**config.mk**
```make
export PLATFORM = sky130hd
export DESIGN_NAME = sbd_core
export DESIGN_NICKNAME = d
export VERILOG_FILES = /design/src/rtl/sbd_pkg.sv /design/src/rtl/sbd_core.sv /design/src/rtl/sbd_decode.sv
export SDC_FILE = /design/constraint.sdc
export NUM_CORES = 1
export LEC_CHECK = 0
export BUFFER_PORTS_ARGS = -buffer_cell sky130_fd_sc_hd__buf_2
export CORE_AREA = 2 2 87 89
export CTS_CLUSTER_DIAMETER = 150
export DETAILED_ROUTE_END_ITERATION = 8
export DIE_AREA = 0 0 89 91
export PLACE_DENSITY = 0.49
export SYNTH_ARGS = -nofsm -noshare
export SYNTH_HDL_FRONTEND = slang
export SYNTH_HIERARCHICAL = 1
export SYNTH_SLANG_ARGS = --single-unit
```
**constraint.sdc**
```tcl
create_clock -name mclk_in -period 7.7 [get_ports mclk_in]
set_input_delay 1.54 -clock mclk_in [delete_from_list [all_inputs] [get_ports mclk_in]]
set_output_delay 1.54 -clock mclk_in [all_outputs]
set_load 0.02 [all_outputs]
```
**src/rtl/sbd_pkg.sv**
```systemverilog
/*
  package for the skip and branch decoder: opcode patterns, field
  positions, widths and the decoded-instruction and write-back types.
  assumes a 14-bit instruction word, 8-bit data and a 13-bit program counter.
*/
package sbd_pkg;
  localparam int INSN_W      = 14;
  localparam int DATA_W      = 8;
  localparam int PC_W        = 13;
  localparam int FADDR_W     = 7;
  localparam int JUMP_W      = 11;
  // skip-on-zero opcode sits in bits 13:8
  localparam int OP6_HI      = 13;
  localparam int OP6_LO      = 8;
  localparam logic [5:0] OP_DEC_SKIP = 6'h0B;  // 00 1011
  localparam logic [5:0] OP_INC_SKIP = 6'h0F;  // 00 1111
  // jump opcode sits in bits 13:11
  localparam int OP3_HI      = 13;
  localparam int OP3_LO      = 11;
  localparam logic [2:0] OP_JUMP     = 3'h5;   // 10 1
  localparam int DEST_BIT    = 7;
  localparam int FADDR_HI    = 6;
  localparam int JUMP_HI     = 10;
  // pc high latch bits that feed pc 12:11
  localparam int LATCH_HI    = 4;
  localparam int LATCH_LO    = 3;
  localparam logic [DATA_W-1:0] ONE  = 8'h01;
  localparam logic [DATA_W-1:0] ZERO = 8'h00;
  // a taken skip moves the pc past the discarded word
  localparam logic [PC_W-1:0]   SKIP_STEP = 13'h0002;

  typedef enum logic {
    SBD_DEST_ACC,
    SBD_DEST_FILE
  } sbd_dest_t;

  typedef enum logic [1:0] {
    SBD_OP_NONE,
    SBD_OP_DEC_SKIP,
    SBD_OP_INC_SKIP,
    SBD_OP_JUMP
  } sbd_op_t;

  // decoded instruction
  typedef struct packed {
    sbd_op_t              op;
    logic                 dest;
    logic [FADDR_W-1:0]   faddr;
    logic [JUMP_W-1:0]    target;
  } sbd_dec_t;

  // write-back of a result
  typedef struct packed {
    logic                 acc_we;
    logic                 file_we;
    logic [FADDR_W-1:0]   faddr;
    logic [DATA_W-1:0]    data;
  } sbd_wb_t;
endpackage

```
**src/rtl/sbd_core.sv**
```systemverilog
/*
  execute stage for decrement_skip_on_zero, increment_skip_on_zero and
  unconditional_jump: computes results, write-back, skip and pc load.
  assumes the core supplies the file register value for the addressed
  operand combinationally, applies write-back at the next edge, and
  fetches from pc_out; other instructions are handled elsewhere.
  a word presented while busy_out is high is the discarded prefetch and
  is ignored, so the core presents the next real word one cycle later.
  reset is synchronous and clears every registered output.
*/
// Function
// RQ1: opcode 00 1011 d fffffff decrements the operand and flags a skip when the result is zero.
// RQ2: opcode 00 1111 d fffffff increments the operand modulo 256 and skips when it wraps to zero.
// RQ3: the 7-bit field selects register 0..127 and d=0 writes the accumulator, d=1 the register.
// RQ4: a zero skip result discards the prefetched word and runs a nop, taking two cycles.
// RQ5: opcode 10 1 kkkkkkkkkkk is the jump and loads the immediate into pc bits 10:0.
// RQ6: the jump fills pc bits 12:11 from bits 4:3 of the pc high latch.
// RQ7: the jump always takes two cycles, the second flushing the prefetch.
// RQ8: none of these instructions touch the zero, carry or digit-carry flags.
`timescale 1ns/1ps
module sbd_core (
  // clock and reset
  input  wire logic                        mclk_in,
  input  wire logic                        srst_in,
  // instruction issue
  input  wire logic                        insn_valid_in,
  input  wire logic [sbd_pkg::INSN_W-1:0]  insn_in,
  input  wire logic [sbd_pkg::PC_W-1:0]    pc_in,
  // operands
  input  wire logic [sbd_pkg::DATA_W-1:0]  file_rdata_in,
  input  wire logic [sbd_pkg::DATA_W-1:0]  pc_high_latch_in,
  // write-back
  output sbd_pkg::sbd_wb_t                 wb_out,
  output logic [sbd_pkg::FADDR_W-1:0]      file_raddr_out,
  // sequencing
  output logic                             busy_out,
  output logic                             flush_out,
  output logic                             pc_load_out,
  output logic [sbd_pkg::PC_W-1:0]         pc_out,
  output logic                             status_we_out
);
  typedef enum logic {
    SBD_EXEC,
    SBD_FLUSH
  } sbd_state_t;

  sbd_pkg::sbd_dec_t               dec;
  sbd_state_t                      state_ff;
  sbd_state_t                      nxt_state;
  logic [sbd_pkg::DATA_W-1:0]      result;
  logic                            is_skip_op;
  logic                            take;
  logic                            skip;
  sbd_pkg::sbd_wb_t                wb_ff;
  logic                            flush_ff;
  logic                            pc_load_ff;
  logic [sbd_pkg::PC_W-1:0]        pc_ff;
  logic                            is_dec;
  logic                            is_inc;
  logic                            is_jump;
  logic                            jump_take;
  logic                            to_file;
  logic [sbd_pkg::PC_W-1:0]        jump_target;
  logic [sbd_pkg::PC_W-1:0]        skip_target;
  sbd_pkg::sbd_wb_t                nxt_wb;
  logic                            nxt_flush;
  logic                            nxt_pc_load;
  logic [sbd_pkg::PC_W-1:0]        nxt_pc;

  // refuse package constants that the field split cannot serve
  if (sbd_pkg::PC_W !=
      sbd_pkg::JUMP_W + sbd_pkg::LATCH_HI - sbd_pkg::LATCH_LO + 1) begin : g_chk_pc_w
    $error("pc width must be the jump field plus the latch bits");
  end
  if (sbd_pkg::JUMP_HI + 1 != sbd_pkg::JUMP_W) begin : g_chk_jump_w
    $error("jump field top bit does not match its width");
  end
  if (sbd_pkg::FADDR_HI + 1 != sbd_pkg::FADDR_W) begin : g_chk_faddr_w
    $error("file field top bit does not match its width");
  end
  if (sbd_pkg::DEST_BIT != sbd_pkg::FADDR_W) begin : g_chk_dest
    $error("destination bit must sit just above the file field");
  end
  if (sbd_pkg::OP6_HI != sbd_pkg::INSN_W - 1 ||
      sbd_pkg::OP6_HI - sbd_pkg::OP6_LO + 1 != $bits(sbd_pkg::OP_DEC_SKIP)) begin : g_chk_op6
    $error("skip opcode field does not fit the word top");
  end
  if (sbd_pkg::OP3_HI != sbd_pkg::INSN_W - 1 ||
      sbd_pkg::OP3_HI - sbd_pkg::OP3_LO + 1 != $bits(sbd_pkg::OP_JUMP)) begin : g_chk_op3
    $error("jump opcode field does not fit the word top");
  end
  if (sbd_pkg::JUMP_HI >= sbd_pkg::OP3_LO) begin : g_chk_overlap
    $error("jump immediate overlaps its opcode");
  end
  if (sbd_pkg::DEST_BIT >= sbd_pkg::OP6_LO) begin : g_chk_dest_op
    $error("destination bit overlaps the skip opcode");
  end
  if (sbd_pkg::LATCH_HI >= sbd_pkg::DATA_W ||
      sbd_pkg::LATCH_LO > sbd_pkg::LATCH_HI) begin : g_chk_latch
    $error("latch bits fall outside the latch register");
  end

  sbd_decode u_decode (
    .insn_in (insn_in),
    .dec_out (dec)
  );

  // operand read address follows the file field
  assign file_raddr_out = dec.faddr; // RQ3

  // instruction is accepted only in the execute state
  assign take       = insn_valid_in && (state_ff == SBD_EXEC);

  // opcode kinds and destination of the word on insn_in
  assign is_dec     = (dec.op == sbd_pkg::SBD_OP_DEC_SKIP);
  assign is_inc     = (dec.op == sbd_pkg::SBD_OP_INC_SKIP);
  assign is_jump    = (dec.op == sbd_pkg::SBD_OP_JUMP);
  assign is_skip_op = is_dec || is_inc;
  assign jump_take  = take && is_jump;
  assign to_file    = (dec.dest == sbd_pkg::SBD_DEST_FILE);

  // arithmetic, wrapping at the data width
  always_comb begin
    case (dec.op)
      sbd_pkg::SBD_OP_DEC_SKIP: result = file_rdata_in - sbd_pkg::ONE; // RQ1
      sbd_pkg::SBD_OP_INC_SKIP: result = file_rdata_in + sbd_pkg::ONE; // RQ2
      default:                  result = file_rdata_in;
    endcase
  end

  // skip when a skip-on-zero result is zero
  assign skip = take && is_skip_op && (result == sbd_pkg::ZERO); // RQ1 RQ2

  // second cycle after a taken skip or a jump
  always_comb begin
    nxt_state = state_ff;
    case (state_ff)
      SBD_EXEC: begin
        if (skip || jump_take) begin
          nxt_state = SBD_FLUSH; // RQ4 RQ7
        end
      end
      SBD_FLUSH: nxt_state = SBD_EXEC;
      default:   nxt_state = SBD_EXEC;
    endcase
  end

  always_ff @(posedge mclk_in) begin
    if (srst_in) begin
      state_ff <= SBD_EXEC;
    end else begin
      state_ff <= nxt_state;
    end
  end

  // jump target: latch bits on top of the immediate
  assign jump_target = {pc_high_latch_in[sbd_pkg::LATCH_HI:sbd_pkg::LATCH_LO], // RQ6
                        dec.target};                                            // RQ5

  // skip target lands past the discarded word
  assign skip_target = pc_in + sbd_pkg::SKIP_STEP; // RQ4

  // write-back of a taken skip-on-zero result
  always_comb begin
    nxt_wb         = '0;
    nxt_wb.acc_we  = take && is_skip_op && !to_file; // RQ3
    nxt_wb.file_we = take && is_skip_op && to_file;  // RQ3
    nxt_wb.faddr   = dec.faddr;
    nxt_wb.data    = result;
  end

  // flush marks the slot whose prefetched word is discarded
  assign nxt_flush = (state_ff == SBD_EXEC) && (nxt_state == SBD_FLUSH); // RQ4 RQ7

  // pc load: jump target, or skip past the discarded word
  always_comb begin
    nxt_pc_load = 1'b0;
    nxt_pc      = pc_ff;
    if (jump_take) begin
      nxt_pc_load = 1'b1;
      nxt_pc      = jump_target; // RQ5 RQ6
    end else if (skip) begin
      nxt_pc_load = 1'b1;
      nxt_pc      = skip_target; // RQ4
    end
  end

  // write-back register, enables are one-cycle pulses
  always_ff @(posedge mclk_in) begin
    if (srst_in) begin
      wb_ff <= '0;
    end else begin
      wb_ff <= nxt_wb;
    end
  end

  // flush pulse register
  always_ff @(posedge mclk_in) begin
    if (srst_in) begin
      flush_ff <= 1'b0;
    end else begin
      flush_ff <= nxt_flush;
    end
  end

  // pc load pulse; the target holds until the next load
  always_ff @(posedge mclk_in) begin
    if (srst_in) begin
      pc_load_ff <= 1'b0;
      pc_ff      <= '0;
    end else begin
      pc_load_ff <= nxt_pc_load;
      pc_ff      <= nxt_pc;
    end
  end

  assign wb_out        = wb_ff;
  assign flush_out     = flush_ff;
  assign pc_load_out   = pc_load_ff;
  assign pc_out        = pc_ff;
  assign busy_out      = (state_ff == SBD_FLUSH);
  assign status_we_out = 1'b0; // RQ8
endmodule

```
**src/rtl/sbd_decode.sv**
```systemverilog
/*
  combinational opcode decoder for the skip-on-zero and jump instructions.
  assumes the instruction word is stable for the whole execute cycle.
*/
`timescale 1ns/1ps
module sbd_decode (
  // instruction in
  input  wire logic [sbd_pkg::INSN_W-1:0] insn_in,
  // decoded fields out
  output sbd_pkg::sbd_dec_t               dec_out
);
  // opcode match and field split
  always_comb begin
    dec_out        = '0;
    dec_out.op     = sbd_pkg::SBD_OP_NONE;
    dec_out.dest   = insn_in[sbd_pkg::DEST_BIT];
    dec_out.faddr  = insn_in[sbd_pkg::FADDR_HI:0];
    dec_out.target = insn_in[sbd_pkg::JUMP_HI:0];
    if (insn_in[sbd_pkg::OP6_HI:sbd_pkg::OP6_LO] == sbd_pkg::OP_DEC_SKIP) begin
      dec_out.op = sbd_pkg::SBD_OP_DEC_SKIP; // RQ1
    end else if (insn_in[sbd_pkg::OP6_HI:sbd_pkg::OP6_LO] == sbd_pkg::OP_INC_SKIP) begin
      dec_out.op = sbd_pkg::SBD_OP_INC_SKIP; // RQ2
    end else if (insn_in[sbd_pkg::OP3_HI:sbd_pkg::OP3_LO] == sbd_pkg::OP_JUMP) begin
      dec_out.op = sbd_pkg::SBD_OP_JUMP; // RQ5
    end
  end
endmodule

```
After elaboration in Yosys (flattened, before gate mapping)
Cells that the tools add are included.

word-level totals
  bits in registers = 33
  output and inout bits = 41

operators by class
  $add $sub $neg = 3
  equality and inequality tests = 6
  muxes and demuxes = 10
  bitwise operators = 1
  reduce and logical (&&, ||, !) cells = 12

operators with widths
  cell                   count
  $mux 13                2
  $pmux 8 s2             1
  $add 13x2->13 const B  1
  $eq 6x4->1 const B     2
  $add 8x1->8 const B    1
  $logic_not 8->1        1
  $sub 8x1->8 const B    1
  $logic_and 1x1->1      7
  $mux 2                 3
  $eq 2x2->1 const B     2
  $eq 3x3->1 const B     1
  $mux 1                 3
  $eq 2x1->1 const B     1
  $logic_or 1x1->1       2
  $pmux 1 s2             1
  $reduce_bool 2->1      1
  $logic_not 1->1        1
  $not 1->1              1

Depth between registers and ports, before layout
Gate-level depths: netlist of run 1.

  depth in word-level cells = 12
  mapped depth = 14
  mapped depth without buffers = 12

Hierarchy
The synthesis of run 1 kept the hierarchy.

by module, submodules not included
  module      instances  cells an instance  area each (um2)  sequential area each (um2)
  sbd_core    1          216                1919.3           640.6
  sbd_decode  1          25                 175.2            0.0

Least setup slack after synthesis of run 1
OpenSTA, ideal clock, no wires.

  kind = in2reg
  start = in insn_in[10] in the netlist's numbering
  end = reg pc_ff (netlist bit pc_out[10])
  setup time = 0.130 ns
  data arrival time = 4.215 ns
  data required time = 7.570 ns
  path slack = 3.355 ns
  cell stages on the path = 13
  path buffers = 1
  cells stage by stage = nand3b_1 -> a21oi_1 -> inv_1 -> ha_1 -> inv_1 -> ha_1 -> o211a_1 -> a2111oi_2 -> nor3_1 -> or4_4 -> buf_6 -> nor3_2 -> o31ai_1

RTL lines
  item                  line             text
  from (decl)           sbd_core.sv:27   input wire logic [sbd_pkg::INSN_W-1:0] insn_in,
  to (signal assigned)  sbd_core.sv:213  pc_ff <= nxt_pc;
  to (decl)             sbd_core.sv:57   logic [sbd_pkg::PC_W-1:0] pc_ff;

==> flow_results.org, run 1 <==
** Floorplan
- Die boundary height :: 91 um
- The die covers 8100 um2.
- During I/O placement, the number of pins put on the boundary was 87.
- The floorplan step defined a core boundary enclosing 7140 um2.
- FP Rows :: 31
- The initial utilization of the core area, before any placement, comes to 0.293.
- From left edge to right edge, the die measures 89 um.

** Placement
- Final weighted congestion in routability-driven placement :: 0.772
- Number of buffers inserted by port buffering :: 79
- Final HPWL DP :: 4060 um
- Placed Instance Area :: 2400 um2
- Worst setup timing slack at the placement stage :: 2.63 ns

** Clock network
- Post-CTS clock slew at the launch and capture registers of the worst setup and hold paths :: 0.07 ns
- For this design, the sink count on the clock tree is 32.
- Once the clock tree was built, the resizer swapped 0 gates to a different size.
- # H-tree levels :: 2
- TritonCTS built the clock tree.
- Counting along the longest clock path gives a buffer depth of 2.
- In this run the clock root is driven by a sky130_fd_sc_hd__clkbuf_8.
- Total clock buffers created by CTS :: 5
- At the later pin of the worst-skew pair, clock insertion delay measures 0.29 ns.
- Hold Buf Count CTS :: 0
- The number of setup buffers added after CTS is 0.

** GRT
- Final global-route overflow total :: 0
- Antenna violations before repair :: 0
- GRT Overall Usage :: 0.131
- Entering global routing, the biggest net connects 26 pins.
- Wire length of the first global-routing pass :: 8310 um
- The via count of the first global-routing pass was 1,623.

** Synth
- Of the synthesized area, sequential elements account for 0.306.
- The cell count after synthesis came out at 241.
- Post-synthesis cell type count :: 51
- In this run, synthesis produced a sequential element count of 32.
- Post-Syn Area per Cell :: 8.69 um2
- The cell area that synthesis handed to floorplanning was 2090 um2.
- Area share of fa/ha/maj cells after synthesis :: 0.0693
- Simple-gate portion of the synthesized area :: 0.261
- The complex-gate fraction of the synthesized area is 0.185.
- Fraction of registers with async set or reset after synthesis :: 0
- After synthesis, the largest family of logic cells by area is simple AND/OR/NAND/NOR gates.
- The number of nets handed over by synthesis was 298.
- For this run, the number of Yosys warnings is 6.
- Multiplexer share of the synthesized area :: 0.0143
- Of the total synthesized cell area, the portion taken by XOR and XNOR cells is 0.0502.
- EDFF count, synth :: 0
- In the synthesized netlist the dominant register cell turns out to be sky130_fd_sc_hd__dfxtp_1.

** Critical path
- Data on the critical path is required at its endpoint by 7.90 ns.
- Max FO, Critical Path :: 14
- Crit path launch type :: primary input
- Capturing element type of the critical path :: flip-flop
- For the worst setup path, the data arrival time is 5.00 ns.
- Worst reg-to-reg setup slack :: 5.18 ns
- Startpoint-to-endpoint class of the critical path :: primary input to flip-flop

** Pwr
- PD cells :: 173 nW/um2
- The analysis attributes to cell leakage a power of 1.08 nW.
- Highest ir drop seen on vdd :: 75.4 uV
- Total power for the finished layout comes to 0.434 mW.

** STA
- Setup violations remaining at the end of the flow were counted as 0.
- Across all setup checks in the final design, the least slack found is 2.90 ns.
- Timing would allow up to 208 MHz.
- Adding up every negative setup slack in the final design gives 0 ns.
- Fraction of the cycle the final worst path needs :: 0.623
- The number of failing hold endpoints at the final stage was 0.
- Slew @ Worst Pin :: 0.922 ns
- Worst hold margin :: 0.480 ns
- Setup repair after global routing left no endpoint under its margin.
- Final worst clock skew :: 0.0114 ns
- After layout, the minimum clock period comes to 4.80 ns.
- The max-slew violation total from the final report is 0.
- Measured against its own limit, the worst slew margin works out to 0.381.

** Routing
- DRT Pass-1 Iters :: 4
- In the routed design, unresolved DRC markers number 0.
- Routed wire length :: 5320 um
- The detailed router placed 1,866 vias in this run.
- In this run the remaining antenna-violating nets after routing total 0.
- After detailed routing, the number of vias per cell comes to 4.71.
- Detail-routed net length per standard cell :: 13.4 um
- 1st-iter DRT viols :: 69

** Finish
- The repair_antennas step left the layout with diodes totalling 0.
- Final design instance area without fill :: 2510 um2
- Compared with the post-synthesis result, the final layout area differs by 20.0%.
- For this run, the post-layout net count is 353.
- Fill cells in the final layout number 812.
- Proportion of layout cells with a drive suffix above 1 :: 0.357

** Outcome
- Run status :: complete, no violations

** Job
- Max-cap violations in this run came to 0.

** Worst hold path
- The tightest min-delay check is of the flip-flop to flip-flop type.
## layout by cell type, fill, tap and decap left out, drive strengths merged, types with 3 or more instances in the layout
master  netlist  final
nor4          5      5
buf          27     79
o21ai         3      3
inv           6      6
a21oi        17     17
nor2         17     17
clkbuf        4      5
nor3         16     16
nand2        17     17
dfxtp        32     32
mux2i         3      3
a211oi        3      3
o31ai        10     10
xor2          7      7
nand2b        5      5
nor2b         9      9
nand3        10     10
xnor2         5      5
ha           10     10
## layout make-up
type,instances,area (um2),area share
clock buffers,5,68.8,0.0274
multi-input cells,172,1220,0.485
well taps,99,124,0.0493
clock inverters,3,42.5,0.0169
repair buffers,79,395,0.157
flip-flops and latches,32,641,0.255
inverters,6,22.5,0.00896
## synth_stat cells, drive strengths merged, types with 3 or more instances
library cell	count	area [um2]
nand3	10	50.1
o21ai	3	15.0
xor2	7	61.3
dfxtp	32	641
nor2	17	63.8
nor4	5	46.3
nand2	17	63.8
mux2i	3	30.0
ha	10	125
nor3	16	125
nor2b	9	56.3
o31ai	10	75.1
a21oi	17	85.1
xnor2	5	43.8
a211oi	3	32.5
clkbuf	4	15.0
inv	6	22.5
buf	27	198
nand2b	5	31.3
## through the flow
step,instances,util
floorplan,241,-
global placement,388,0.336
detailed placement,388,0.336
CTS,396,0.352
global route,396,0.352
finish,396,0.352
## worst max-delay path, stage by stage
cell and delay (ns):
sky130_fd_sc_hd__buf_2 0.11, sky130_fd_sc_hd__nand3b_1 0.15, sky130_fd_sc_hd__a21oi_1 0.21, sky130_fd_sc_hd__inv_1 0.07, sky130_fd_sc_hd__ha_1 0.25, sky130_fd_sc_hd__inv_1 0.25, sky130_fd_sc_hd__ha_1 0.35, sky130_fd_sc_hd__a2111oi_0 0.44
sky130_fd_sc_hd__o31a_1 0.23, sky130_fd_sc_hd__nor3_1 0.10, sky130_fd_sc_hd__nor4_4 0.85, sky130_fd_sc_hd__nand3_1 0.16, sky130_fd_sc_hd__a311oi_1 0.28
## worst paths after layout
| kind | startpoint | to | cells after the start |
|---|---|---|---|
| min reg2reg | pc_out[5] | pc_out[5] | 2 |
| min | pc_out[5] | pc_out[5] | 2 |
| max reg2reg | busy_out | pc_out[2] | 6 |
| max | insn_in[10] | pc_out[2] | 13 |
## kinds of logic after synthesis
group           count (synthesis)
simple gates                   92
compound gates                 53
buf+inv                        37
flops                          32
xor+xnor                       12
fa+ha+maj                      11
mux                             3
other cells                     1
## per-layer routing
| metal | track usage | part of all wire | up-vias |
|---|---|---|---|
| met3 | 0.0373 | 0.077 | 4 |
| met1 | 0.189 | 0.47 | 841 |
| met5 | 0 | 0 | - |
| li1 | - | - | 960 |
| met4 | 0.0373 | 0.011 | 0 |
| met2 | 0.188 | 0.44 | 61 |
## report_power, final
part	total (mW)	internal [mW]	switching (mW)
clock	0.165	0.0958	0.0689
sequential	0.173	0.172	0.00142
combinational	0.0962	0.0353	0.0610
total	0.434	0.303	0.131
## sequential cells by signal, indices dropped and copies added (netlist names)
register     count
busy_out         1
pc_load_out      1
pc_out          13
wb_out          17
Power figures use the tool's default switching activity.
==> run 2, diff against run 1 <==
clock period = 4.5 ns   (was 7.7 ns; I/O delays follow)
==> flow_results.org, run 2 (synthesis results as in run 1) <==
** Pwr
- The switching portion of total power is 0.300 (-0.00268).
- Switching power summed over all nets :: 0.223 mW (+70%)
- The internal power component came to 0.522 mW (+72%).
- PD cells :: 293 nW/um2 (+69%)
- The leakage power of the design is 1.10 nW (+1.8%).
- The sequential cell fraction of total power is 0.398 (about the same).
- Power share of the clock group :: 0.375 (-0.004)
- Highest ir drop seen on vdd :: 132 uV (+74%)
- The part of the total power dissipated in combinational logic was 0.227 (+0.005).

** STA
- Count of pins over their slew limit :: 0 (unchanged)
- Max_slew headroom :: 0.478 (+0.0973)
- Fraction of the cycle the final worst path needs :: 0.877
- The final setup violation count was 0 (unchanged).
- The worst clock skew on the final layout is 0.00669 ns (-0.00472 ns).
- Setup repair after global routing left no endpoint under its margin.
- Setup Total Neg Slack :: 0 ns (unchanged)
- Crit path time final :: 3.95 ns
- The measured slew at the worst slew-check pin came to 0.780 ns (-0.142 ns).
- Max Fclk :: 253 MHz
- The number of failing hold endpoints at the final stage was 0 (unchanged).
- The worst setup margin is 0.553 ns (-2.35 ns).

** GRT
- Final global-route overflow total :: 0 (unchanged)
- Vias in the first global route :: 1,719 (+5.9%)
- The global-route wire length before repair came to 8540 um (+2.8%).
- Largest net degree at the start of global routing :: 26 (unchanged)
- The initial antenna violation count is 0 (unchanged).
- GRT Overall Usage :: 0.135 (+0.00411)

** Critical path
- The slowest stage of the critical path belongs to the cell sky130_fd_sc_hd__a2111o_1.
- Capturing element type of the critical path :: flip-flop
- Max FO, Critical Path :: 15 (+1)
- Startpoint-to-endpoint class of the critical path :: primary input to flip-flop
- The arrival time of data at the critical path endpoint is 4.16 ns (-0.84 ns).
- The worst path required time came to 4.71 ns (-3.19 ns).
- Largest stage delay on the critical path :: 0.45 ns (-0.40 ns)
- Among cell families on the critical path, the largest total delay comes from compound AO/OA/AOI/OAI gates.
- Walking the worst path, the cells encountered are buf_2 > nand3b_1 > a21oi_1 > inv_1 > ha_1 > inv_1 > ha_1 > a21oi_1 > o211ai_1 > a2111o_1 > and3_1 > a21boi_2 > mux2i_1.
- The worst setup path is launched from a primary input.
- Number of cells traversed by the worst register-to-register path :: 6 (unchanged)
- Buffering stage count on the worst path with inverters included :: 3 (unchanged)
- The instance count on the critical path is 13 (unchanged).

** Routing
- 1st-iter DRT viols :: 59 (-14%)
- The mean routed wirelength per cell was 13.5 um (+0.47%).
- Vias per std cell :: 4.63 (-1.8%)
- The remaining number of nets flagged by the antenna check after routing came to 0 (unchanged).
- Residual DRC :: 0 (unchanged)
- The post-detailed-routing wire length came to 5400 um (+1.5%).
- The total iterations of the first detailed-routing run is 4 (unchanged).
- The number of vias after detailed routing was 1,851 (-0.80%).

** Floorplan
- Die width :: 89 um (unchanged)
- FP Rows :: 31 (unchanged)
- Boundary Pins :: 87 (unchanged)
- The standard cell core area came to 7140 um2 (unchanged).
- The initial core utilization is 0.293 (unchanged).
- The die height was 91 um (unchanged).
- The die footprint came to 8100 um2 (unchanged).

** Finish
- The layout cell share with drive strength beyond 1 was 0.365 (+0.00855).
- The number of nets at the end of the flow was 357 (+1.1%).
- The count of antenna diodes in the layout is 0 (unchanged).
- Leaving out fill and tap cells, the most frequent cell in the layout is sky130_fd_sc_hd__buf_2.
- The library cells used most frequently in the layout, excluding fill and tap cells, are sky130_fd_sc_hd__buf_2 (79), sky130_fd_sc_hd__dfxtp_1 (32), sky130_fd_sc_hd__nor2_1 (17), sky130_fd_sc_hd__a21oi_1 (17), sky130_fd_sc_hd__nand2_1 (17).
- Compared with the post-synthesis result, the final layout area differs by 21.4%.
- The flip-flop count of the largest register after layout was 17 (unchanged).

** Clock network
- TritonCTS built the clock tree.
- The number of buffers added by the clock tree synthesis step came to 5 (unchanged).
- The clock latency on the worst-skew pair came to 0.28 ns (about the same).
- Setup fix buffers added after clock tree synthesis :: 0 (unchanged)
- The number of gates given a new drive strength after cts is 0 (unchanged).
- Buffer levels on the longest clock path :: 2 (unchanged)
- Hold Buf Count CTS :: 0 (unchanged)
- The clock transition at the register clock pins on the worst setup and hold paths after CTS came to 0.07 ns (about the same).
- The depth of the CTS H-tree came to 2 (unchanged).
- The root buffer cell chosen for the clock tree is sky130_fd_sc_hd__clkbuf_8.
- TritonCTS sink count :: 32 (unchanged)

** Placement
- The worst setup timing slack at the placement stage is 0.241 ns (-2.39 ns).
- Final HPWL DP :: 4130 um (+1.7%)
- Number of buffers inserted by port buffering :: 79 (unchanged)
- The global placer's final weighted congestion came to 0.817 (+5.8%).

** Worst hold path
- The path class of the tightest hold or removal check is flip-flop to flip-flop.
- The cell depth of the worst min-delay path was 2 (unchanged).

** Outcome
- The flow ran to the end, and the final reports show no timing, DRC or antenna violations.

** Job
- The max-cap check violation count was 0 (unchanged).
run 2: area by class of cell:
cell class	count	area [um2]
fillers	824	4590
multi-input cells	172	1220
clock buffers	5	68.8
flip-flops and latches	32	641
clock inverters	3	42.5
repair buffers	83	425
inverters	6	22.5
well taps	99	124
run 2: stage by stage:
stage / hold WS, ns / instance area [um2] / power [mW] / cells / utilization
after floorplan: 0.549 / 2090 / 0.428 / 241 / -
after global placement: 0.471 / 2430 / 0.473 / 392 / 0.341
after detailed placement: 0.481 / 2430 / 0.473 / 392 / 0.341
after CTS: 0.494 / 2540 / 0.758 / 400 / 0.356
after global routing: 0.521 / 2540 / 0.786 / 400 / 0.356
final: 0.485 / 2540 / 0.745 / 400 / 0.356
run 2: tightest hold or removal path, delay by kind of cell (launching register included):
family | cells | cell delay, ns
multiplexers | 1 | 0.06
AND/OR/NAND/NOR | 1 | 0.06
flip-flops | 1 | 0.32
run 2: layer usage:
metal	global-route usage	routed length, um
met5	0	0
met2	0.200	2400
met4	0.0485	74
met3	0.0382	322
met1	0.185	2590
run 2: worst paths after layout:
check	start	endpoint	slack, ns
max	insn_in[10]	pc_out[5]	0.55
min	pc_out[5]	pc_out[5]	0.48
max reg2reg	busy_out	pc_out[10]	2.22
min reg2reg	pc_out[5]	pc_out[5]	0.48
run 2: power groups by stage:
stage          Combinational (mW)  Clock (mW)  Sequential (mW)
6_report                    0.169       0.279            0.297
5_1_grt                     0.187       0.301            0.298
4_1_cts                     0.171       0.291            0.297
3_5_place_dp                0.170           0            0.303
3_3_place_gp                0.170           0            0.303
2_1_floorplan               0.109           0            0.319
==> run 3, diff against run 2 <==
RECOVER_POWER = 25   (was unset)
==> flow_results.org, run 3 (synthesis results as in run 1) <==
** Outcome
- The flow ran to the end, and the final reports show no timing, DRC or antenna violations.

** Clock network
- The clock transition at the register clock pins on the worst setup and hold paths after CTS came to 0.07 ns (about the same).
- Hold Buf Count CTS :: 0 (unchanged)
- Total clock buffers created by CTS :: 5 (unchanged)
- The tree is rooted in a sky130_fd_sc_hd__clkbuf_8.
- The maximum buffer depth of the clock tree was 2 (unchanged).
- Clock network latency to the later pin of the worst-skew pair :: 0.28 ns (about the same)
- Clock tree from TritonCTS :: built
- # resized after CTS :: 0 (unchanged)
- The depth of the CTS H-tree was 2 (unchanged).
- The TritonCTS sink count was 32 (unchanged).
- The number of buffers added for setup after CTS was 0 (unchanged).

** STA
- Count of pins over their slew limit :: 0 (unchanged)
- Max_slew headroom :: 0.245 (-0.234)
- Setup Total Neg Slack :: 0 ns (unchanged)
- Number of failing setup endpoints in the final timing report :: 0 (unchanged)
- The share of the cycle needed by the critical path after routing came to 0.877 (about the same).
- Slew @ Worst Pin :: 1.13 ns (+0.354 ns)
- Setup repair after global routing left no endpoint under its margin.
- The worst clock skew on the final layout came to 0.00670 ns (+0.00000683 ns).
- Crit path time final :: 3.95 ns (-0.00112 ns)
- Max Fclk :: 253 MHz (about the same)
- The number of failing hold endpoints at the final stage was 0 (unchanged).

** Floorplan
- The initial core utilization came to 0.293 (unchanged).
- The standard cell core area was 7140 um2 (unchanged).
- The cell row count was 31 (unchanged).
- Die width :: 89 um (unchanged)
- Overall die area :: 8100 um2 (unchanged)
- Die boundary height :: 91 um (unchanged)
- The count of boundary I/O pins was 87 (unchanged).

** Critical path
- The largest fanout on the critical path was 15 (unchanged).
- The worst setup path is captured at a flip-flop.
- The internal reg-to-reg setup slack was 2.22 ns (about the same).
- Startpoint-to-endpoint class of the critical path :: primary input to flip-flop
- Crit path launch type :: primary input
- The worst path required time came to 4.71 ns (about the same).
- Worst setup endpoint :: pc_out[5]
- Reg-to-reg critical path startpoint :: busy_out
- The arrival time of data at the critical path endpoint is 4.16 ns (about the same).
- In this run the critical register-to-register path is captured at pc_out[0].
- Number of cells traversed by the worst register-to-register path :: 6 (unchanged)
- Launch point of the critical path :: insn_in[10]

** Finish
- The layout filler cell count is 825 (+0.12%).
- Count of nets after finishing :: 357 (unchanged)
- The library cell used most frequently in the layout, excluding fill and tap cells, is sky130_fd_sc_hd__buf_2.
- The count of antenna diodes in the layout is 0 (unchanged).
- The layout cell share with drive strength beyond 1 is 0.326 (-0.0399).
- Sequential cell area in the final layout :: 641 um2 (unchanged)
- Area grow syn2layout :: 20.7%
- In the layout the commonest cells are sky130_fd_sc_hd__buf_2 (67), sky130_fd_sc_hd__dfxtp_1 (32), sky130_fd_sc_hd__nor2_1 (17), sky130_fd_sc_hd__a21oi_1 (17), sky130_fd_sc_hd__nand2_1 (17).
- Flip-flop count of the largest register, all copies and words added :: 17 (unchanged)
- Area occupied by multi-input gates :: 1220 um2 (unchanged)

** Pwr
- PD cells :: 294 nW/um2 (+0.40%)
- The leakage power of the design is 1.06 nW (-4.1%).
- The total design power came to 0.743 mW (-0.19%).
- The peak supply drop was 132 uV (-0.11%).

** Routing
- The remaining number of nets flagged by the antenna check after routing came to 0 (unchanged).
- Met2 wire len :: 2410 um (+0.12%)
- 1st-iter DRT viols :: 58 (-1.7%)
- The mean routed wirelength per cell was 13.5 um (+0.35%).
- Routed wire length :: 5410 um (+0.35%)
- Routed metal-1 wire length :: 2610 um (+0.73%)
- Highest metal layer with signal wires :: met4
- The number of vias per cell after detailed routing came to 4.65 (+0.43%).
- Residual DRC :: 0 (unchanged)
- The number of vias after detailed routing was 1,859 (+0.43%).
- The total iterations of the first detailed-routing run came to 4 (unchanged).
- The met3 wirelength from detailed routing was 321 um (-0.31%).

** GRT
- Antenna violations before repair :: 0 (unchanged)
- Final global-route overflow total :: 0 (unchanged)
- GRT Overall Usage :: 0.135 (unchanged)
- Wire length of the first global-routing pass :: 8540 um (unchanged)
- The largest net degree at the start of global routing came to 26 (unchanged).
- The via count of the first global-routing pass is 1,719 (unchanged).

** Placement
- Final weighted congestion in routability-driven placement :: 0.817 (unchanged)
- The placed wire-length estimate after detailed placement came to 4130 um (unchanged).
- Number of buffers inserted by port buffering :: 79 (unchanged)

** Job
- The max-cap check violation count came to 0 (unchanged).

** Worst hold path
- The path class of the tightest hold or removal check is flip-flop to flip-flop.
[run 3: cell types whose count changed in the layout (fill, tap and decap cells not counted)]
cell / before / now
sky130_fd_sc_hd__clkbuf_1: 0 / 12
sky130_fd_sc_hd__buf_2: 79 / 67
[run 3: cell type report]
class	count	area share
timing repair buffer	83	0.162
multi-input combinational	172	0.482
sequential	32	0.253
clock inverter	3	0.0168
clock buffer	5	0.0272
inverter	6	0.00891
tap	99	0.0490
[run 3: critical path, cell delays in order]
cell,delay [ns]
sky130_fd_sc_hd__buf_2,0.11
sky130_fd_sc_hd__nand3b_1,0.14
sky130_fd_sc_hd__a21oi_1,0.22
sky130_fd_sc_hd__inv_1,0.07
sky130_fd_sc_hd__ha_1,0.25
sky130_fd_sc_hd__inv_1,0.26
sky130_fd_sc_hd__ha_1,0.36
sky130_fd_sc_hd__a21oi_1,0.35
sky130_fd_sc_hd__o211ai_1,0.18
sky130_fd_sc_hd__a2111o_1,0.45
sky130_fd_sc_hd__and3_1,0.40
sky130_fd_sc_hd__a21boi_2,0.27
sky130_fd_sc_hd__mux2i_1,0.19
[run 3: through the flow]
stage	instances	setup slack [ns]	hold WS, ns	area [um2]	util
2_1_floorplan	241	0.795	0.549	2090	-
3_3_place_gp	392	0.302	0.471	2430	0.341
3_5_place_dp	392	0.241	0.481	2430	0.341
4_1_cts	400	0.531	0.494	2540	0.356
5_1_grt	400	0.283	0.521	2530	0.354
6_report	400	0.554	0.485	2530	0.354
[run 3: per-layer routing]
metal  global-route usage  up-vias
met4               0.0485        0
met1                0.185      844
met2                0.200       52
met3               0.0382        4
li1                     -      959
met5                    0        -
[run 3: worst min-delay path by stage]
stage	endpoint	slack [ns]	depth (start not counted)	startpoint
after CTS	pc_out[5]	0.49	2	pc_out[5]
after global placement	pc_out[5]	0.47	2	pc_out[5]
after detailed placement	pc_out[5]	0.48	2	pc_out[5]
final	pc_out[5]	0.48	2	pc_out[5]
after floorplan	pc_out[5]	0.55	2	pc_out[5]
after global routing	pc_out[5]	0.52	2	pc_out[5]
[run 3: report_power, final]
part	total (mW)	internal (mW)	switching [mW]	leakage, nW
sequential	0.297	0.294	0.00254	0.262
combinational	0.167	0.0617	0.106	0.740
clock	0.279	0.164	0.115	0.0541
